<file path="src/hw/usnb_defs.svh">
// constants and summary of operation for the serial ninth-bit and receive control block
// Summary of operation
// - modes 2/3: received ninth bit into flag
// - mode 1, check off: stop bit into flag
// - mode 0: received ninth-bit flag meaningless
// - rx fifo: flag shows oldest entry, refreshed per read
// - modes 2/3: send tx ninth bit
// - tx fifo: store ninth bit with byte
// - receive enable low: receiver accepts nothing
// - receive enable high: receive; mode 0 starts
// - mode 1, check on: drop bad stop
// - modes 2/3, check on: ninth zero suppressed
// - mode 0, check off: shift clock divides 12
`ifndef USNB_DEFS_SVH
`define USNB_DEFS_SVH
`define USNB_ADDR_CTRL     12'h000
`define USNB_ADDR_DATA     12'h004
`define USNB_ADDR_FCFG     12'h008
`define USNB_ADDR_STAT     12'h00C
`define USNB_ADDR_IEN      12'h010
`define USNB_ADDR_ICLR     12'h014
`define USNB_ADDR_TXDATA   12'h018
`define USNB_CTRL_RESET    8'h00
`define USNB_BIT_RXFLAG    0
`define USNB_BIT_TI        1
`define USNB_BIT_RX9       2
`define USNB_BIT_TX9       3
`define USNB_BIT_REN       4
`define USNB_BIT_MPCHK     5
`define USNB_BIT_SM1       6
`define USNB_BIT_SM0       7
`define USNB_BIT_RXFEN     0
`define USNB_BIT_TXFEN     1
`define USNB_EV_RX         0
`define USNB_EV_DROP       1
`define USNB_EV_TX         2
`define USNB_EV_M0START    3
`define USNB_DIV12         4'd12
`define USNB_DIV4          4'd4
`endif

</file>
<file path="src/hw/usnb_pkg.sv">
// types for the serial ninth-bit and receive control block
package usnb_pkg;
  typedef enum logic [1:0] {USNB_M0, USNB_M1, USNB_M2, USNB_M3} usnb_mode_e;
  typedef logic [8:0] usnb_word_t;
endpackage : usnb_pkg

</file>
<file path="src/hw/usnb_fifo_if.sv">
// push/pop handshake between the control logic and its word fifo
`timescale 1ns/1ps
`default_nettype none
interface usnb_fifo_if;
  import usnb_pkg::*;
  logic       push;
  usnb_word_t wdata;
  logic       pop;
  usnb_word_t rdata;
  logic       empty;
  logic       full;
  modport owner (output push, output wdata, output pop, input rdata, input empty, input full);
  modport fifo  (input push, input wdata, input pop, output rdata, output empty, output full);
endinterface : usnb_fifo_if
`default_nettype wire

</file>
<file path="src/hw/usnb_fifo.sv">
// small word fifo carrying a data byte with its ninth bit
`timescale 1ns/1ps
`default_nettype none
module usnb_fifo #(
  parameter int DEPTH = 4
) (
  input wire logic mclk,     // system clock
  input wire logic rst,      // async reset
  usnb_fifo_if.fifo f        // push/pop side
);
  import usnb_pkg::*;
  localparam int AW = $clog2(DEPTH);
  usnb_word_t         mem [DEPTH];
  logic [AW-1:0]      wp_r;
  logic [AW-1:0]      rp_r;
  logic [AW:0]        cnt_r;
  logic               do_push;
  logic               do_pop;

  assign do_push = f.push && (cnt_r != (AW+1)'(DEPTH));
  assign do_pop  = f.pop && (cnt_r != '0);
  assign f.rdata = mem[rp_r];
  assign f.empty = (cnt_r == '0);
  assign f.full  = (cnt_r == (AW+1)'(DEPTH));

  always_ff @(posedge mclk) begin
    if (do_push) begin
      mem[wp_r] <= f.wdata;
    end
  end

  always_ff @(posedge mclk or posedge rst) begin
    if (rst) begin
      wp_r  <= '0;
      rp_r  <= '0;
      cnt_r <= '0;
    end else begin
      if (do_push) wp_r <= AW'(wp_r + 1'b1);
      if (do_pop) rp_r <= AW'(rp_r + 1'b1);
      cnt_r <= (AW+1)'(cnt_r + (AW+1)'(do_push) - (AW+1)'(do_pop));
    end
  end
endmodule : usnb_fifo
`default_nettype wire

</file>
<file path="src/hw/usnb_ctrl.sv">
// serial port ninth-bit, receive enable and mode 0 clock control with apb registers
`timescale 1ns/1ps
`default_nettype none
`include "usnb_defs.svh"
module usnb_ctrl #(
  parameter int FIFO_DEPTH = 4
) (
  input  wire logic        mclk,          // system clock
  input  wire logic        rst,           // async reset, high
  input  wire logic        psel,          // apb select
  input  wire logic        penable,       // apb access phase
  input  wire logic        pwrite,        // apb direction
  input  wire logic [11:0] paddr,         // apb byte address
  input  wire logic [31:0] pwdata,        // apb write data
  output logic             pready,        // apb ready
  output logic [31:0]      prdata,        // apb read data
  output logic             pslverr,       // apb error, unmapped address or write to status or tx data
  input  wire logic        rx_done,       // receiver frame complete, one cycle
  input  wire logic [7:0]  rx_byte,       // received data byte
  input  wire logic        rx_bit9,       // received ninth or stop bit
  input  wire logic        tx_done,       // transmitter word sent, one cycle
  input  wire logic        tx_take,       // transmitter takes the presented word
  output logic             tx_valid,      // word ready for transmitter
  output logic [8:0]       tx_word,       // ninth bit and byte to send
  output usnb_pkg::usnb_mode_e mode,      // serial mode
  output logic             rx_enable,     // receiver may accept frames
  output logic             m0_start,      // mode 0 reception start pulse
  output logic             m0_clk_en,     // mode 0 shift clock enable
  output logic             irq            // level interrupt
);
  import usnb_pkg::*;

  logic [7:0]  ctrl_r;
  logic [1:0]  fcfg_r;
  logic [3:0]  stat_r;
  logic [3:0]  ien_r;
  logic [7:0]  rxbuf_r;
  logic [8:0]  txbuf_r;
  logic        txbuf_v_r;
  logic [3:0]  div_r;
  logic        ren_d_r;
  logic        wr_acc;
  logic        rd_acc;
  logic        accept;
  logic        drop;
  logic        fifo_rd;
  logic        data_wr;
  logic [3:0]  ev;
  logic [3:0]  div_top;
  usnb_mode_e  cur_mode;

  usnb_fifo_if rxf ();
  usnb_fifo_if txf ();

  usnb_fifo #(.DEPTH(FIFO_DEPTH)) u_rxf (.mclk(mclk), .rst(rst), .f(rxf));
  usnb_fifo #(.DEPTH(FIFO_DEPTH)) u_txf (.mclk(mclk), .rst(rst), .f(txf));

  assign cur_mode = usnb_mode_e'({ctrl_r[`USNB_BIT_SM0], ctrl_r[`USNB_BIT_SM1]});
  assign wr_acc   = psel && penable && pwrite;
  assign rd_acc   = psel && penable && !pwrite;
  assign data_wr  = wr_acc && (paddr == `USNB_ADDR_DATA);
  assign fifo_rd  = rd_acc && (paddr == `USNB_ADDR_DATA) && fcfg_r[`USNB_BIT_RXFEN];

  // frame filter; receiver gated by enable
  always_comb begin
    accept = 1'b0;
    drop   = 1'b0;
    if (rx_done && ctrl_r[`USNB_BIT_REN]) begin
      if (ctrl_r[`USNB_BIT_MPCHK] && (cur_mode == USNB_M1) && !rx_bit9) begin
        drop = 1'b1;
      end else if (ctrl_r[`USNB_BIT_MPCHK] && (cur_mode == USNB_M2 || cur_mode == USNB_M3)
                   && !rx_bit9) begin
        drop = 1'b1;
      end else begin
        accept = 1'b1;
      end
    end
  end

  assign rxf.push  = accept && fcfg_r[`USNB_BIT_RXFEN];
  assign rxf.wdata = {rx_bit9, rx_byte};
  assign rxf.pop   = fifo_rd;
  // ninth bit stored with each byte at buffer write
  assign txf.push  = data_wr && fcfg_r[`USNB_BIT_TXFEN];
  assign txf.wdata = {ctrl_r[`USNB_BIT_TX9], pwdata[7:0]};
  assign txf.pop   = tx_take && fcfg_r[`USNB_BIT_TXFEN] && !txf.empty;

  assign ev = {ren_d_r == 1'b0 && ctrl_r[`USNB_BIT_REN] && cur_mode == USNB_M0,
               tx_done, drop, accept};

  // control register; hardware sets win over software writes
  always_ff @(posedge mclk or posedge rst) begin
    if (rst) begin
      ctrl_r <= `USNB_CTRL_RESET;
    end else begin
      if (wr_acc && paddr == `USNB_ADDR_CTRL) begin
        ctrl_r <= pwdata[7:0];
      end
      if (fcfg_r[`USNB_BIT_RXFEN]) begin
        // flag follows oldest entry, moves on each buffer read
        ctrl_r[`USNB_BIT_RX9] <= rxf.empty ? 1'b0 : rxf.rdata[8];
      end else if (accept && cur_mode != USNB_M0) begin
        // once per frame; mode 0 leaves it untouched
        ctrl_r[`USNB_BIT_RX9] <= rx_bit9;
      end
      if (accept) ctrl_r[`USNB_BIT_RXFLAG] <= 1'b1;
      if (tx_done) ctrl_r[`USNB_BIT_TI] <= 1'b1;
    end
  end

  always_ff @(posedge mclk or posedge rst) begin
    if (rst) begin
      fcfg_r <= 2'h0;
      ien_r  <= 4'h0;
    end else begin
      if (wr_acc && paddr == `USNB_ADDR_FCFG) fcfg_r <= pwdata[1:0];
      if (wr_acc && paddr == `USNB_ADDR_IEN) ien_r <= pwdata[3:0];
    end
  end

  // sticky status; a new event beats the clear
  always_ff @(posedge mclk or posedge rst) begin
    if (rst) begin
      stat_r <= 4'h0;
    end else begin
      stat_r <= ((wr_acc && paddr == `USNB_ADDR_ICLR) ? (stat_r & ~pwdata[3:0]) : stat_r) | ev;
    end
  end

  always_ff @(posedge mclk or posedge rst) begin
    if (rst) begin
      rxbuf_r <= 8'h00;
    end else if (accept && !fcfg_r[`USNB_BIT_RXFEN]) begin
      rxbuf_r <= rx_byte;
    end
  end

  // single transmit holding word when fifo is off
  always_ff @(posedge mclk or posedge rst) begin
    if (rst) begin
      txbuf_r   <= 9'h000;
      txbuf_v_r <= 1'b0;
    end else if (data_wr && !fcfg_r[`USNB_BIT_TXFEN]) begin
      txbuf_r   <= {ctrl_r[`USNB_BIT_TX9], pwdata[7:0]};
      txbuf_v_r <= 1'b1;
    end else if (tx_take) begin
      txbuf_v_r <= 1'b0;
    end
  end

  always_ff @(posedge mclk or posedge rst) begin
    if (rst) begin
      tx_valid <= 1'b0;
      tx_word  <= 9'h000;
    end else begin
      if (tx_take) begin
        // a taken word must not be offered a second time
        tx_valid <= 1'b0;
      end else begin
        tx_valid <= fcfg_r[`USNB_BIT_TXFEN] ? !txf.empty : txbuf_v_r;
      end
      if (cur_mode == USNB_M2 || cur_mode == USNB_M3) begin
        // live bit when no fifo; fifo carries its own copy
        tx_word <= fcfg_r[`USNB_BIT_TXFEN] ? txf.rdata
                   : {ctrl_r[`USNB_BIT_TX9], txbuf_r[7:0]};
      end else begin
        tx_word <= {1'b0, fcfg_r[`USNB_BIT_TXFEN] ? txf.rdata[7:0] : txbuf_r[7:0]};
      end
    end
  end

  // mode 0 shift clock: divide by 12, or by 4 with check bit set
  assign div_top = ctrl_r[`USNB_BIT_MPCHK] ? `USNB_DIV4 : `USNB_DIV12;
  always_ff @(posedge mclk or posedge rst) begin
    if (rst) begin
      div_r     <= 4'h0;
      m0_clk_en <= 1'b0;
    end else if (cur_mode != USNB_M0) begin
      div_r     <= 4'h0;
      m0_clk_en <= 1'b0;
    end else if (div_r >= div_top - 4'd1) begin
      div_r     <= 4'h0;
      m0_clk_en <= 1'b1;
    end else begin
      div_r     <= 4'(div_r + 4'd1);
      m0_clk_en <= 1'b0;
    end
  end

  // rising receive enable in mode 0 starts a reception
  always_ff @(posedge mclk or posedge rst) begin
    if (rst) begin
      ren_d_r   <= 1'b0;
      m0_start  <= 1'b0;
      rx_enable <= 1'b0;
      mode      <= USNB_M0;
      irq       <= 1'b0;
    end else begin
      ren_d_r   <= ctrl_r[`USNB_BIT_REN];
      m0_start  <= !ren_d_r && ctrl_r[`USNB_BIT_REN] && cur_mode == USNB_M0;
      rx_enable <= ctrl_r[`USNB_BIT_REN];
      mode      <= cur_mode;
      irq       <= |(stat_r & ien_r);
    end
  end

  // apb: zero wait states, unmapped addresses answer slverr
  always_ff @(posedge mclk or posedge rst) begin
    if (rst) begin
      pready  <= 1'b0;
      prdata  <= 32'h0000_0000;
      pslverr <= 1'b0;
    end else begin
      pready  <= psel && !penable;
      pslverr <= 1'b0;
      prdata  <= 32'h0000_0000;
      if (psel && !penable && !pwrite) begin
        case (paddr)
          `USNB_ADDR_CTRL:   prdata <= {24'h00_0000, ctrl_r};
          `USNB_ADDR_DATA:   prdata <= {24'h00_0000, fcfg_r[`USNB_BIT_RXFEN] ? rxf.rdata[7:0]
                                                                             : rxbuf_r};
          `USNB_ADDR_FCFG:   prdata <= {30'h0000_0000, fcfg_r};
          `USNB_ADDR_STAT:   prdata <= {28'h000_0000, stat_r};
          `USNB_ADDR_IEN:    prdata <= {28'h000_0000, ien_r};
          `USNB_ADDR_ICLR:   prdata <= 32'h0000_0000;
          `USNB_ADDR_TXDATA: prdata <= {23'h00_0000, tx_word};
          default:           pslverr <= psel && !penable;
        endcase
      end else if (psel && !penable) begin
        case (paddr)
          `USNB_ADDR_CTRL, `USNB_ADDR_DATA, `USNB_ADDR_FCFG, `USNB_ADDR_IEN,
          `USNB_ADDR_ICLR: pslverr <= 1'b0;
          default:         pslverr <= 1'b1;
        endcase
      end
    end
  end
endmodule : usnb_ctrl
`default_nettype wire

</file>
<file path="config.mk">
export PLATFORM = sky130hd
export DESIGN_NAME = usnb_ctrl
export DESIGN_NICKNAME = d
export VERILOG_FILES = /design/src/hw/usnb_pkg.sv /design/src/hw/usnb_fifo_if.sv /design/src/hw/usnb_fifo.sv /design/src/hw/usnb_ctrl.sv
export VERILOG_INCLUDE_DIRS = /design/src /design/src/hw
export SDC_FILE = /design/constraint.sdc
export NUM_CORES = 1
export LEC_CHECK = 0
export ABC_AREA = 1
export BUFFER_PORTS_ARGS = -buffer_cell sky130_fd_sc_hd__buf_4
export CAP_MARGIN = 20
export CELL_PAD_IN_SITES_DETAIL_PLACEMENT = 1
export CELL_PAD_IN_SITES_GLOBAL_PLACEMENT = 1
export CORE_MARGIN = 4
export CORE_UTILIZATION = 44
export CTS_CLUSTER_DIAMETER = 200
export CTS_CLUSTER_SIZE = 14
export DETAILED_ROUTE_END_ITERATION = 10
export PLACE_DENSITY = 0.87
export SLEW_MARGIN = 20
export SYNTH_ARGS = -nofsm -noshare
export SYNTH_HDL_FRONTEND = slang
export SYNTH_HIERARCHICAL = 1
export SYNTH_SLANG_ARGS = --single-unit
export TNS_END_PERCENT = 30
</file>
<file path="constraint.sdc">
create_clock -name mclk -period 4.5 [get_ports mclk]
set_input_delay 0.675 -clock mclk [delete_from_list [all_inputs] [get_ports mclk]]
set_output_delay 0.675 -clock mclk [all_outputs]
set_load 0.01 [all_outputs]
</file>
==> metrics.md, run 1 <==
| Metric | Value |
|---|---|
| Worst-path clk slew | `~60 ps` |
| Area Growth Syn to Fin | `16.1%` |
| Cts bufs inserted | `17` |
| Sequential cell fraction of total power | `49.1%` |
| Final slew viol count | `0` |
| Starting Density | `44.6%` |
| Met2 usage in global routing | `35.9%` |
| Clock power share | `between 40% and 50%` |
| Vias after detailed routing | `5,196` |
| Power Internal | `approximately 2.4 mW` |
| Final Wtd Congestion | `0.774` |
| First-pass GRT wire length | `28.9 mm` |
| Most Crowded Layer GR | `met2` |
| Top Family by Delay on Critical Path | `simple AND/OR/NAND/NOR gates` |
| DRT Wirelength | `17.5 mm` |
| Max Freq | `330 MHz` |
| GR Util met3 | `approximately 4.2%` |
| Yosys warning total | `6` |
| Clk root buf | `clkbuf_16` |
| Max-cap viol count | `0` |
| Post-DR vias/cell | `4.98` |
| Max-slew headroom | `34.2%` |
| Non-Filler Instances | `1,043` |
| Switching share of total power | `21.4%` |
| Crit-path max FO | `20` |
| Setup TNS | `0 ps` |
| Worst Setup End Kind | `flip-flop` |
| Gr usage total | `20.3%` |
| Sw power | `~650 uW` |
| CTS tree | `done` |
| CORE AREA | `15,800 um^2` |
| Post_cts resized | `0` |
| Worst setup path class | `flip-flop to flip-flop` |
| Final Hold Fails | `0` |
| Crit-path slowest cell | `dfrtp_1` |
| CP most frequent cell | `inv_1` |
| P per Cell Area | `372 nW/um^2` |
| Sequence of cells on the critical path | `inv_1 > nor4_1 > nand2_1 > inv_1 > ha_1 > inv_1 > ha_1 > inv_1 > fa_1 > nand3_1 > nand2_1` |
| Critical Path Max Stage Delay | `~640 ps` |
| Leakage | `3.80 nW` |
| Final HPWL DP | `12.2 mm` |
| WL/cell | `16.8 um` |
| CTS Hold Bufs | `0` |
| Crit path required time | `4810 ps` |
| DIE AREA | `~18,000 um^2` |
| Share of layout cells above drive strength 1 | `16.0%` |
| Clock Latency Late Sink | `between 400 and 500 ps` |
| DRC Markers | `0` |
| Logic pwr share | `5.1%` |
| First-pass detailed-route iteration total | `4` |
| Initial antenna violation count | `0` |
| DR iter-0 viols | `275` |
| Final setup violation count | `0` |
| Worst-margin pin slew | `986 ps` |
| Num rows | `46` |
| Worst hold path class | `input port to asynchronous set/reset pin` |
| Layout Utilization | `51.8%` |
| Peak supply drop | `0.000236 V` |
| Startpoint Class | `flip-flop` |
| Clk_skew | `around 9 ps` |
| Placed Instances | `1,011` |
| PortBufs | `63` |
| Pin count of the biggest net entering global routing | `47` |
| Final net count | `891` |
| RSZ-0062 raised after global routing | `false` |
| Outcome | `completed` |
| Syn Std Cell Area | `7060 um^2` |
| Synth Area per Inst | `9.43 um^2` |
| Final period utilization | `67.4%` |
| Met1 usage | `24.5%` |
| Antenna diode count | `0` |
| Worst Path Arrival | `3340 ps` |
| Vias in the first global route | `5,710` |
| Die width | `roughly 130 um` |
| Htree depth | `4` |
| Syn Inst Count | `748` |
| CP bufs+invs | `4` |
| Clock tree buffer depth | `2` |
| CTS sink cnt | `between 150 and 200` |
| Post-CTS Repair Setup Buffers | `0` |
| Chip Height | `135 um` |
| Grt total ovfl | `0` |
| Most frequent cells in the layout | `nand2_1, nor2_1, dfrtp_1` |
| Post-layout min period | `between 3000 and 4000 ps` |
| Most common cell after layout, fill and taps aside | `nand2_1` |
| I/O pin total | `111` |
| DRT antenna net count | `0` |
[worst register-to-register path, cell delays in order, from the launching register on]
cell     delay, ps
dfrtp_1        640
inv_1          460
nor4_1         580
nand2_1        160
inv_1          100
ha_1           230
inv_1           60
ha_1           130
inv_1           50
fa_1           380
nand3_1        100
nand2_1         50
[power by group through the flow]
stage	combinational (mW)	clock [mW]	sequential [mW]
after detailed placement	0.155	0	1.52
after floorplan	0.0977	0	1.52
after global routing	0.179	1.48	1.50
after global placement	0.146	0	1.52
after CTS	0.157	1.41	1.50
final	0.154	1.39	1.50
[metal layers]
metal | routed length [um] | up-vias
li1 | - | 2478
met1 | 7260 | 2572
met4 | 409 | 0
met5 | 0 | -
met3 | 688 | 33
met2 | 9160 | 113
[layout make-up]
cell class | instances | area (um^2)
fillers | 1812 | 7640
flip-flops and latches | 152 | 4160
multi-input cells | 487 | 2340
clock buffers | 26 | 520
repair buffers | 65 | 488
inverters | 91 | 343
well taps | 216 | 270
clock inverters | 6 | 66.3
[metrics by stage]
stage          worst slack (ps)  instance area (um^2)  power (mW)  hold WS (ps)
6_report                   1470                  8190        3.04           212
2_1_floorplan              1450                  7140        1.62           374
4_1_cts                    1510                  8190        3.07           206
3_5_place_dp               1170                  7600        1.68           405
3_3_place_gp               1240                  7600        1.67           394
5_1_grt                    1210                  8190        3.15           231
[worst paths after layout]
kind / start / endpoint / slack (ps) / cells after the start
max in group asynchronous: rst / prdata[2] / 3290 / 3
min in group mclk: ctrl_r[6] / mode[0] / 410 / 0
setup / recovery: fcfg_r[0] / u_rxf/cnt_r[2] / 1470 / 11
setup reg to reg: fcfg_r[0] / u_rxf/cnt_r[2] / 1470 / 11
hold / removal: rst / u_txf/wp_r[1] / 210 / 2
hold reg to reg: ctrl_r[6] / mode[0] / 410 / 0
[registers in the layout, summed over array words and instances (netlist names), 3 cells and up]
name / flops
txbuf_r: 8
u_txf/cnt_r: 3
tx_word: 9
div_r: 4
rxbuf_r: 8
u_txf/mem: 36
ien_r: 4
prdata: 9
u_rxf/mem: 36
stat_r: 4
ctrl_r: 8
u_rxf/cnt_r: 3
(Power assumes the default switching activity.)
==> run 2, diff against run 1 <==
Settings changed: ABC_AREA 1 to 0, CORE_UTILIZATION 44 to 42, PLACE_DENSITY 0.87 to 0.82.
Clock period 4.5 ns to 2.5 ns, I/O delays scaled along.
==> run 2 against run 1 <==
  * Area after synthesis is 3.9% lower
  * Count of clock-buffer cells in the layout is 9 lower
  * Register-to-register slack worse by 1400 ps
  * Largest power group is now the clock network
  * Combinational power is 100% higher
  * Non-clock buffer count is 43 higher
  * Clock power is 96% higher
  * Sequential share of layout area is 1.5 points lower
==> metrics.md, run 2 <==
| Metric | Value |
|---|---|
| Outcome | `completed (unchanged)` |
| Worst Path Arrival | `2750 ps (was 3340 ps)` |
| Most Crowded Layer GR | `met2 (unchanged)` |
| Setup TNS | `0 ps (unchanged)` |
| Placed Instances | `752 (was 1,011)` |
| Final Wtd Congestion | `0.796 (was 0.774)` |
| WHS Endpoint | `tx_valid` |
| DRT Wirelength | `17.3 mm (was 17.5 mm)` |
| #FFs+latches synth | `152` |
| Cts bufs inserted | `17 (unchanged)` |
| Max-cap viol count | `0 (unchanged)` |
| DIE AREA | `18,200 um^2 (was 18,100 um^2)` |
| CTS tree | `done (unchanged)` |
| Clock Latency Late Sink | `440 ps (was 420 ps)` |
| Top flop regs | `u_rxf/mem x36, u_txf/mem x36 (unchanged)` |
| Final period utilization | `97.9% (was 67.4%)` |
| Worst Setup End Kind | `flip-flop (unchanged)` |
| Yosys warning total | `6 (unchanged)` |
| Starting Density | `42.8% (was 44.6%)` |
| Worst-path clk slew | `60 ps (about the same)` |
| Final Hold Fails | `0 (unchanged)` |
| GR Util met3 | `3.69% (was 4.21%)` |
| Final WS setup | `51.8 ps (was 1470 ps)` |
| Post-layout min period | `2450 ps (was 3030 ps)` |
| Syn Std Cell Area | `6780 um^2 (was 7060 um^2)` |
| Register area share after synthesis | `61.4%` |
| Crit path required time | `2800 ps (was 4810 ps)` |
| Synth Area per Inst | `15.2 um^2 (was 9.43 um^2)` |
| Pin count of the biggest net entering global routing | `42 (was 47)` |
| Clock tree buffer depth | `2 (unchanged)` |
| WL/cell | `22.0 um (was 16.8 um)` |
| Cell taking the most area after synthesis | `edfxtp_1` |
| Max Freq | `408 MHz (was 330 MHz)` |
| P per Cell Area | `680 nW/um^2 (was 372 nW/um^2)` |
| Number of synthesized flops with an enable pin | `72` |
| Most common cell after layout, fill and taps aside | `buf_4 (was nand2_1)` |
| Share of layout cells above drive strength 1 | `39.6% (was 16.0%)` |
| Leakage | `3.64 nW (was 3.80 nW)` |
| FF-to-FF setup slack | `50 ps (was 1470 ps)` |
| Peak supply drop | `0.000521 V (was 0.000236 V)` |
| Non-Filler Instances | `787 (was 1,043)` |
| Startpoint Class | `flip-flop (unchanged)` |
| Final HPWL DP | `12.0 mm (was 12.2 mm)` |
| I/O pin total | `111 (unchanged)` |
| Ys flop type | `dfrtp_1` |
| Num rows | `46 (unchanged)` |
| Synth top cells by count | `dfrtp_1, edfxtp_1, mux2_2, buf_4` |
| Worst setup path class | `flip-flop to flip-flop (unchanged)` |
| DRC Markers | `0 (unchanged)` |
| Post-DR vias/cell | `5.29 (was 4.98)` |
| Grt total ovfl | `0 (unchanged)` |
| CTS sink cnt | `152 (unchanged)` |
| First-pass GRT wire length | `26.8 mm (was 28.9 mm)` |
| CORE AREA | `15,800 um^2 (unchanged)` |
| Setup WS pre-CTS | `-475 ps (was 1170 ps)` |
| Gr usage total | `19.8% (was 20.3%)` |
| PortBufs | `63 (unchanged)` |
| DRT antenna net count | `0 (unchanged)` |
| Final setup violation count | `0 (unchanged)` |
| Vias in the first global route | `4,606 (was 5,710)` |
| Area Growth Syn to Fin | `24.5% (was 16.1%)` |
| DR iter-0 viols | `319 (was 275)` |
| Met1 usage | `25.0% (was 24.5%)` |
| Chip Height | `135 um (about the same)` |
| Clk_skew | `13.8 ps (was 9.19 ps)` |
| Die width | `135 um (about the same)` |
| Worst-case reg-to-reg path depth | `12 (was 11)` |
| Met2 usage in global routing | `34.1% (was 35.9%)` |
| Worst hold path class | `input port to flip-flop (was input port to asynchronous set/reset pin)` |
| Syn Inst Count | `445 (was 748)` |
| Htree depth | `4 (unchanged)` |
| Most frequent cells in the layout | `buf_4, dfrtp_1, edfxtp_1 (was nand2_1, nor2_1, dfrtp_1)` |
| Vias after detailed routing | `4,162 (was 5,196)` |
| Synth cell types | `61` |
| Clk root buf | `clkbuf_16 (unchanged)` |
| Hold path depth | `2` |
| Synth area leaders | `edfxtp_1, dfrtp_1, mux2_2` |
| FFs w/ async S/R, synth | `52.6%` |
| Worst r2r dst | `u_rxf/cnt_r[2] (unchanged)` |
| Max-slew headroom | `47.3% (was 34.2%)` |
| Layout Utilization | `53.3% (was 51.8%)` |
| Final net count | `635 (was 891)` |
| Most frequent cell after synthesis | `dfrtp_1` |
| Antenna diode count | `0 (unchanged)` |
| Initial antenna violation count | `0 (unchanged)` |
| Yosys top cell area share | `approximately a third` |
| Worst hold start | `tx_take` |
| Worst-margin pin slew | `786 ps (was 986 ps)` |
| First-pass detailed-route iteration total | `5 (was 4)` |
| R2r startpoint | `ctrl_r[7] (was fcfg_r[0])` |
| Crit-path max FO | `3 (was 20)` |
| Final slew viol count | `0 (unchanged)` |
## run 2: final cells by class
| class | count | area [um^2] |
|---|---|---|
| clock buffers | 17 | 425 |
| clock inverters | 15 | 199 |
| fillers | 1537 | 7380 |
| inverters | 18 | 67.6 |
| multi-input cells | 261 | 2480 |
| flip-flops and latches | 152 | 4160 |
| well taps | 216 | 270 |
| repair buffers | 108 | 838 |
## run 2: critical path, cell delays in order (launching register included)
cell and delay (ps):
dfrtp_1 400, nor2_4 70, nor3b_2 300, nor2_2 110
and2_4 190, nand2b_1 130, ha_4 220, inv_2 60
ha_4 120, inv_2 40, fa_2 370, xnor2_2 150
xnor2_1 150
## run 2: per-stage QoR
stage	total power [mW]	area (um^2)	hold slack (ps)
detailed placement	3.06	7710	386
global route	5.92	8440	120
finish	5.74	8440	116
floorplan	2.91	6870	178
global placement	3.02	7710	372
CTS	5.77	8420	108
## run 2: how the worst max path moves through the flow
stage          slack [ps]       from        endpoint  cells after the start
3_5_place_dp         -480   paddr[9]  u_rxf/cnt_r[2]                     13
5_1_grt               -70  ctrl_r[7]  u_rxf/cnt_r[2]                     12
4_1_cts                -4  paddr[10]  u_rxf/cnt_r[2]                     13
6_report               50  ctrl_r[7]  u_rxf/cnt_r[2]                     12
2_1_floorplan        -210   paddr[9]  u_txf/cnt_r[2]                     11
3_3_place_gp         -340   paddr[9]  u_rxf/cnt_r[2]                     13
## run 2: power by group
group	leakage [nW]	internal [mW]	switching (mW)
Clock	0.291	1.67	1.06
Sequential	1.73	2.66	0.0376
Combinational	1.62	0.130	0.180
## run 2: logic make-up after synthesis
group	count (synthesis)	synth area share, %
DFF	152	61.4
and+or+nand+nor	96	9.93
muxes	70	14.4
buffers and inverters	54	4.54
AOI/OAI and AO/OA	45	5.02
adders and majority gates	17	3.32
xor gates and xnor gates	10	1.29
other	1	0.0553
## run 2: layer usage
layer,share of wire [%],up-vias
li1,-,1861
met4,1.6,0
met1,40,2145
met2,53,137
met5,0,-
met3,5.8,19
## run 2: what timing repair did
item                                    CTS  global route
resized for setup                        14             3
endpoints found under the hold margin    14             0
buffers inserted                          1             1
pin swaps                                 8             2
hold buffers                              1             0
endpoints found under the setup margin    1             3
==> run 3, diff against run 2 <==
Settings changed: CORE_UTILIZATION 42 to 40, PLACE_DENSITY 0.82 to 0.79.
==> run 3 against run 2 <==
  * Clock power about the same
  * Worst hold slack got worse by 5.8 ps
  * First-iteration DRC count decreased by 5.3%
  * Sequential share of layout area increased by 0.24 points
  * Routed wire length increased by 1.9%
==> metrics.md, run 3 (synthesis results as in run 2) <==
| Metric | Value |
|---|---|
| Final period utilization | `98.2% (was 97.9%)` |
| First-pass GRT wire length | `27.6 mm (was 26.8 mm)` |
| Area Growth Syn to Fin | `23.9% (was 24.5%)` |
| Worst-path clk slew | `60 ps (about the same)` |
| Setup TNS | `0 ps (unchanged)` |
| Max-cap viol count | `0 (unchanged)` |
| Clock tree buffer depth | `2 (unchanged)` |
| Setup WS pre-CTS | `-459 ps (was -475 ps)` |
| Outcome | `completed (unchanged)` |
| CP bufs+invs | `4 (was 2)` |
| Worst Setup End Kind | `flip-flop (unchanged)` |
| Top Family by Delay on Critical Path | `simple AND/OR/NAND/NOR gates (unchanged)` |
| Crit path required time | `2810 ps (was 2800 ps)` |
| DRT Wirelength | `17.6 mm (was 17.3 mm)` |
| Post-DR vias/cell | `5.36 (was 5.29)` |
| Antenna diode count | `0 (unchanged)` |
| Hold Worst Slack | `110 ps (was 116 ps)` |
| RSZ-0062 raised after global routing | `true` |
| Final Hold Fails | `0 (unchanged)` |
| Worst hold path class | `input port to flip-flop (unchanged)` |
| Max-slew headroom | `58.7% (was 47.3%)` |
| Most frequent cells in the layout | `buf_4, dfrtp_1, edfxtp_1 (unchanged)` |
| Clk_skew | `7.70 ps (was 13.8 ps)` |
| Final HPWL DP | `12.1 mm (was 12.0 mm)` |
| Peak supply drop | `0.000511 V (was 0.000521 V)` |
| FF-to-FF setup slack | `120 ps (was 50 ps)` |
| Vias after detailed routing | `4,222 (was 4,162)` |
| Post-layout min period | `2450 ps (about the same)` |
| Final net count | `631 (was 635)` |
| WL/cell | `22.4 um (was 22.0 um)` |
| Chip Height | `138 um (was 135 um)` |
| Final slew viol count | `0 (unchanged)` |
| Clock Latency Late Sink | `430 ps (was 440 ps)` |
| Startpoint Class | `input port (was flip-flop)` |
| Starting Density | `40.9% (was 42.8%)` |
| Critical Path Max Stage Delay | `550 ps (was 400 ps)` |
| Layout Utilization | `50.7% (was 53.3%)` |
| DIE AREA | `19,100 um^2 (was 18,200 um^2)` |
| Gr usage total | `19.0% (was 19.8%)` |
| CORE AREA | `16,600 um^2 (was 15,800 um^2)` |
| I/O pin total | `111 (unchanged)` |
| Leakage | `3.65 nW (was 3.64 nW)` |
| Grt total ovfl | `0 (unchanged)` |
| CTS sink cnt | `152 (unchanged)` |
| Placed Instances | `752 (unchanged)` |
| Worst setup path class | `input port to flip-flop (was flip-flop to flip-flop)` |
| CP most frequent cell | `inv_1` |
| Initial antenna violation count | `0 (unchanged)` |
| Final setup violation count | `0 (unchanged)` |
| DRC Markers | `0 (unchanged)` |
| Die width | `138 um (was 135 um)` |
| CTS tree | `done (unchanged)` |
| Most common cell after layout, fill and taps aside | `buf_4 (unchanged)` |
| Htree depth | `4 (unchanged)` |
| Worst Path Arrival | `2760 ps (was 2750 ps)` |
| P per Cell Area | `685 nW/um^2 (was 680 nW/um^2)` |
| Max Freq | `407 MHz (was 408 MHz)` |
| Top flop regs | `u_rxf/mem x36, u_txf/mem x36 (unchanged)` |
| Cts bufs inserted | `17 (unchanged)` |
| Pin count of the biggest net entering global routing | `45 (was 42)` |
| Crit-path max FO | `3 (unchanged)` |
| DRT antenna net count | `0 (unchanged)` |
| PortBufs | `63 (unchanged)` |
| Non-Filler Instances | `787 (unchanged)` |
| Sequence of cells on the critical path | `buf_4 > or4_4 > nor3_4 > and3_4 > o31ai_2 > inv_1 > ha_1 > inv_1 > ha_1 > inv_1 > fa_2 > xnor2_1 > xnor2_1 (was nor2_4 > nor3b_2 > nor2_2 > and2_4 > nand2b_1 > ha_4 > inv_2 > ha_4 > inv_2 > fa_2 > xnor2_2 > xnor2_1)` |
| Worst-margin pin slew | `619 ps (was 786 ps)` |
| Crit-path slowest cell | `or4_4 (was dfrtp_1)` |
| First-pass detailed-route iteration total | `4 (was 5)` |
| Num rows | `47 (was 46)` |
| DR iter-0 viols | `302 (was 319)` |
| Fillers | `1,635 (was 1,537)` |
| Final Wtd Congestion | `0.834 (was 0.796)` |
| Final WS setup | `45.2 ps (was 51.8 ps)` |
| Clk root buf | `clkbuf_16 (unchanged)` |
| Share of layout cells above drive strength 1 | `37.7% (was 39.6%)` |
| Vias in the first global route | `4,748 (was 4,606)` |
run 3: changes by cell type in the layout (fill, tap and decap cells not counted), moves of 2 or more:
cell / delta
ha_1: +2
inv_4: +2
inv_1: +3
inv_2: -3
buf_4: -5
xnor2_2: -2
clkinv_1: -2
xnor2_1: +2
inv_6: -2
ha_4: -2
clkbuf_16: +3
clkbuf_1: +2
clkinvlp_4: -3
run 3: metal layers:
metal | vias up | track usage [%] | wire length, um
li1 | 1871 | - | -
met1 | 2192 | 23.5 | 7300
met2 | 133 | 32.3 | 9040
met3 | 26 | 4.49 | 886
met4 | 0 | 7.64 | 395
met5 | - | 0 | 0
run 3: cell type report:
cell class                 instances  area [um^2]  area share (%)
tap                              220          275            3.28
clock buffer                      22          508            6.05
sequential                       152         4160            49.6
inverter                          18         67.6           0.804
timing repair buffer             104          821            9.77
multi-input combinational        261         2430            28.9
clock inverter                    10          136            1.62
run 3: stage by stage:
step	area (um^2)	total power [mW]
floorplan	6870	2.91
global placement	7700	3.02
detailed placement	7700	3.05
CTS	8390	5.82
global route	8400	5.97
finish	8400	5.76
run 3: power breakdown:
| group | leakage (nW) | internal [mW] | switching (mW) |
|---|---|---|---|
| registers | 1.73 | 2.67 | 0.0297 |
| clock network | 0.314 | 1.75 | 1.01 |
| logic | 1.60 | 0.128 | 0.177 |
run 3: what timing repair did:
item                       in CTS  in global routing
hold buffers                    1                  0
pin swaps                       4                  1
buffers inserted                2                  0
hold endpoints to repair       14                  0
setup endpoints to repair       1                  2
resized for setup               4                  3
run 3: path summary, 6_finish.rpt:
| path | start | to | cells after the start |
|---|---|---|---|
| setup / recovery | paddr[10] | u_rxf/cnt_r[2] | 13 |
| hold / removal | tx_take | tx_valid | 2 |
| setup reg to reg | ctrl_r[7] | u_rxf/cnt_r[2] | 12 |
| hold reg to reg | div_r[0] | div_r[0] | 1 |
| max in group asynchronous | rst | ren_d_r | 4 |
| min in group asynchronous | rst | u_rxf/wp_r[1] | 3 |
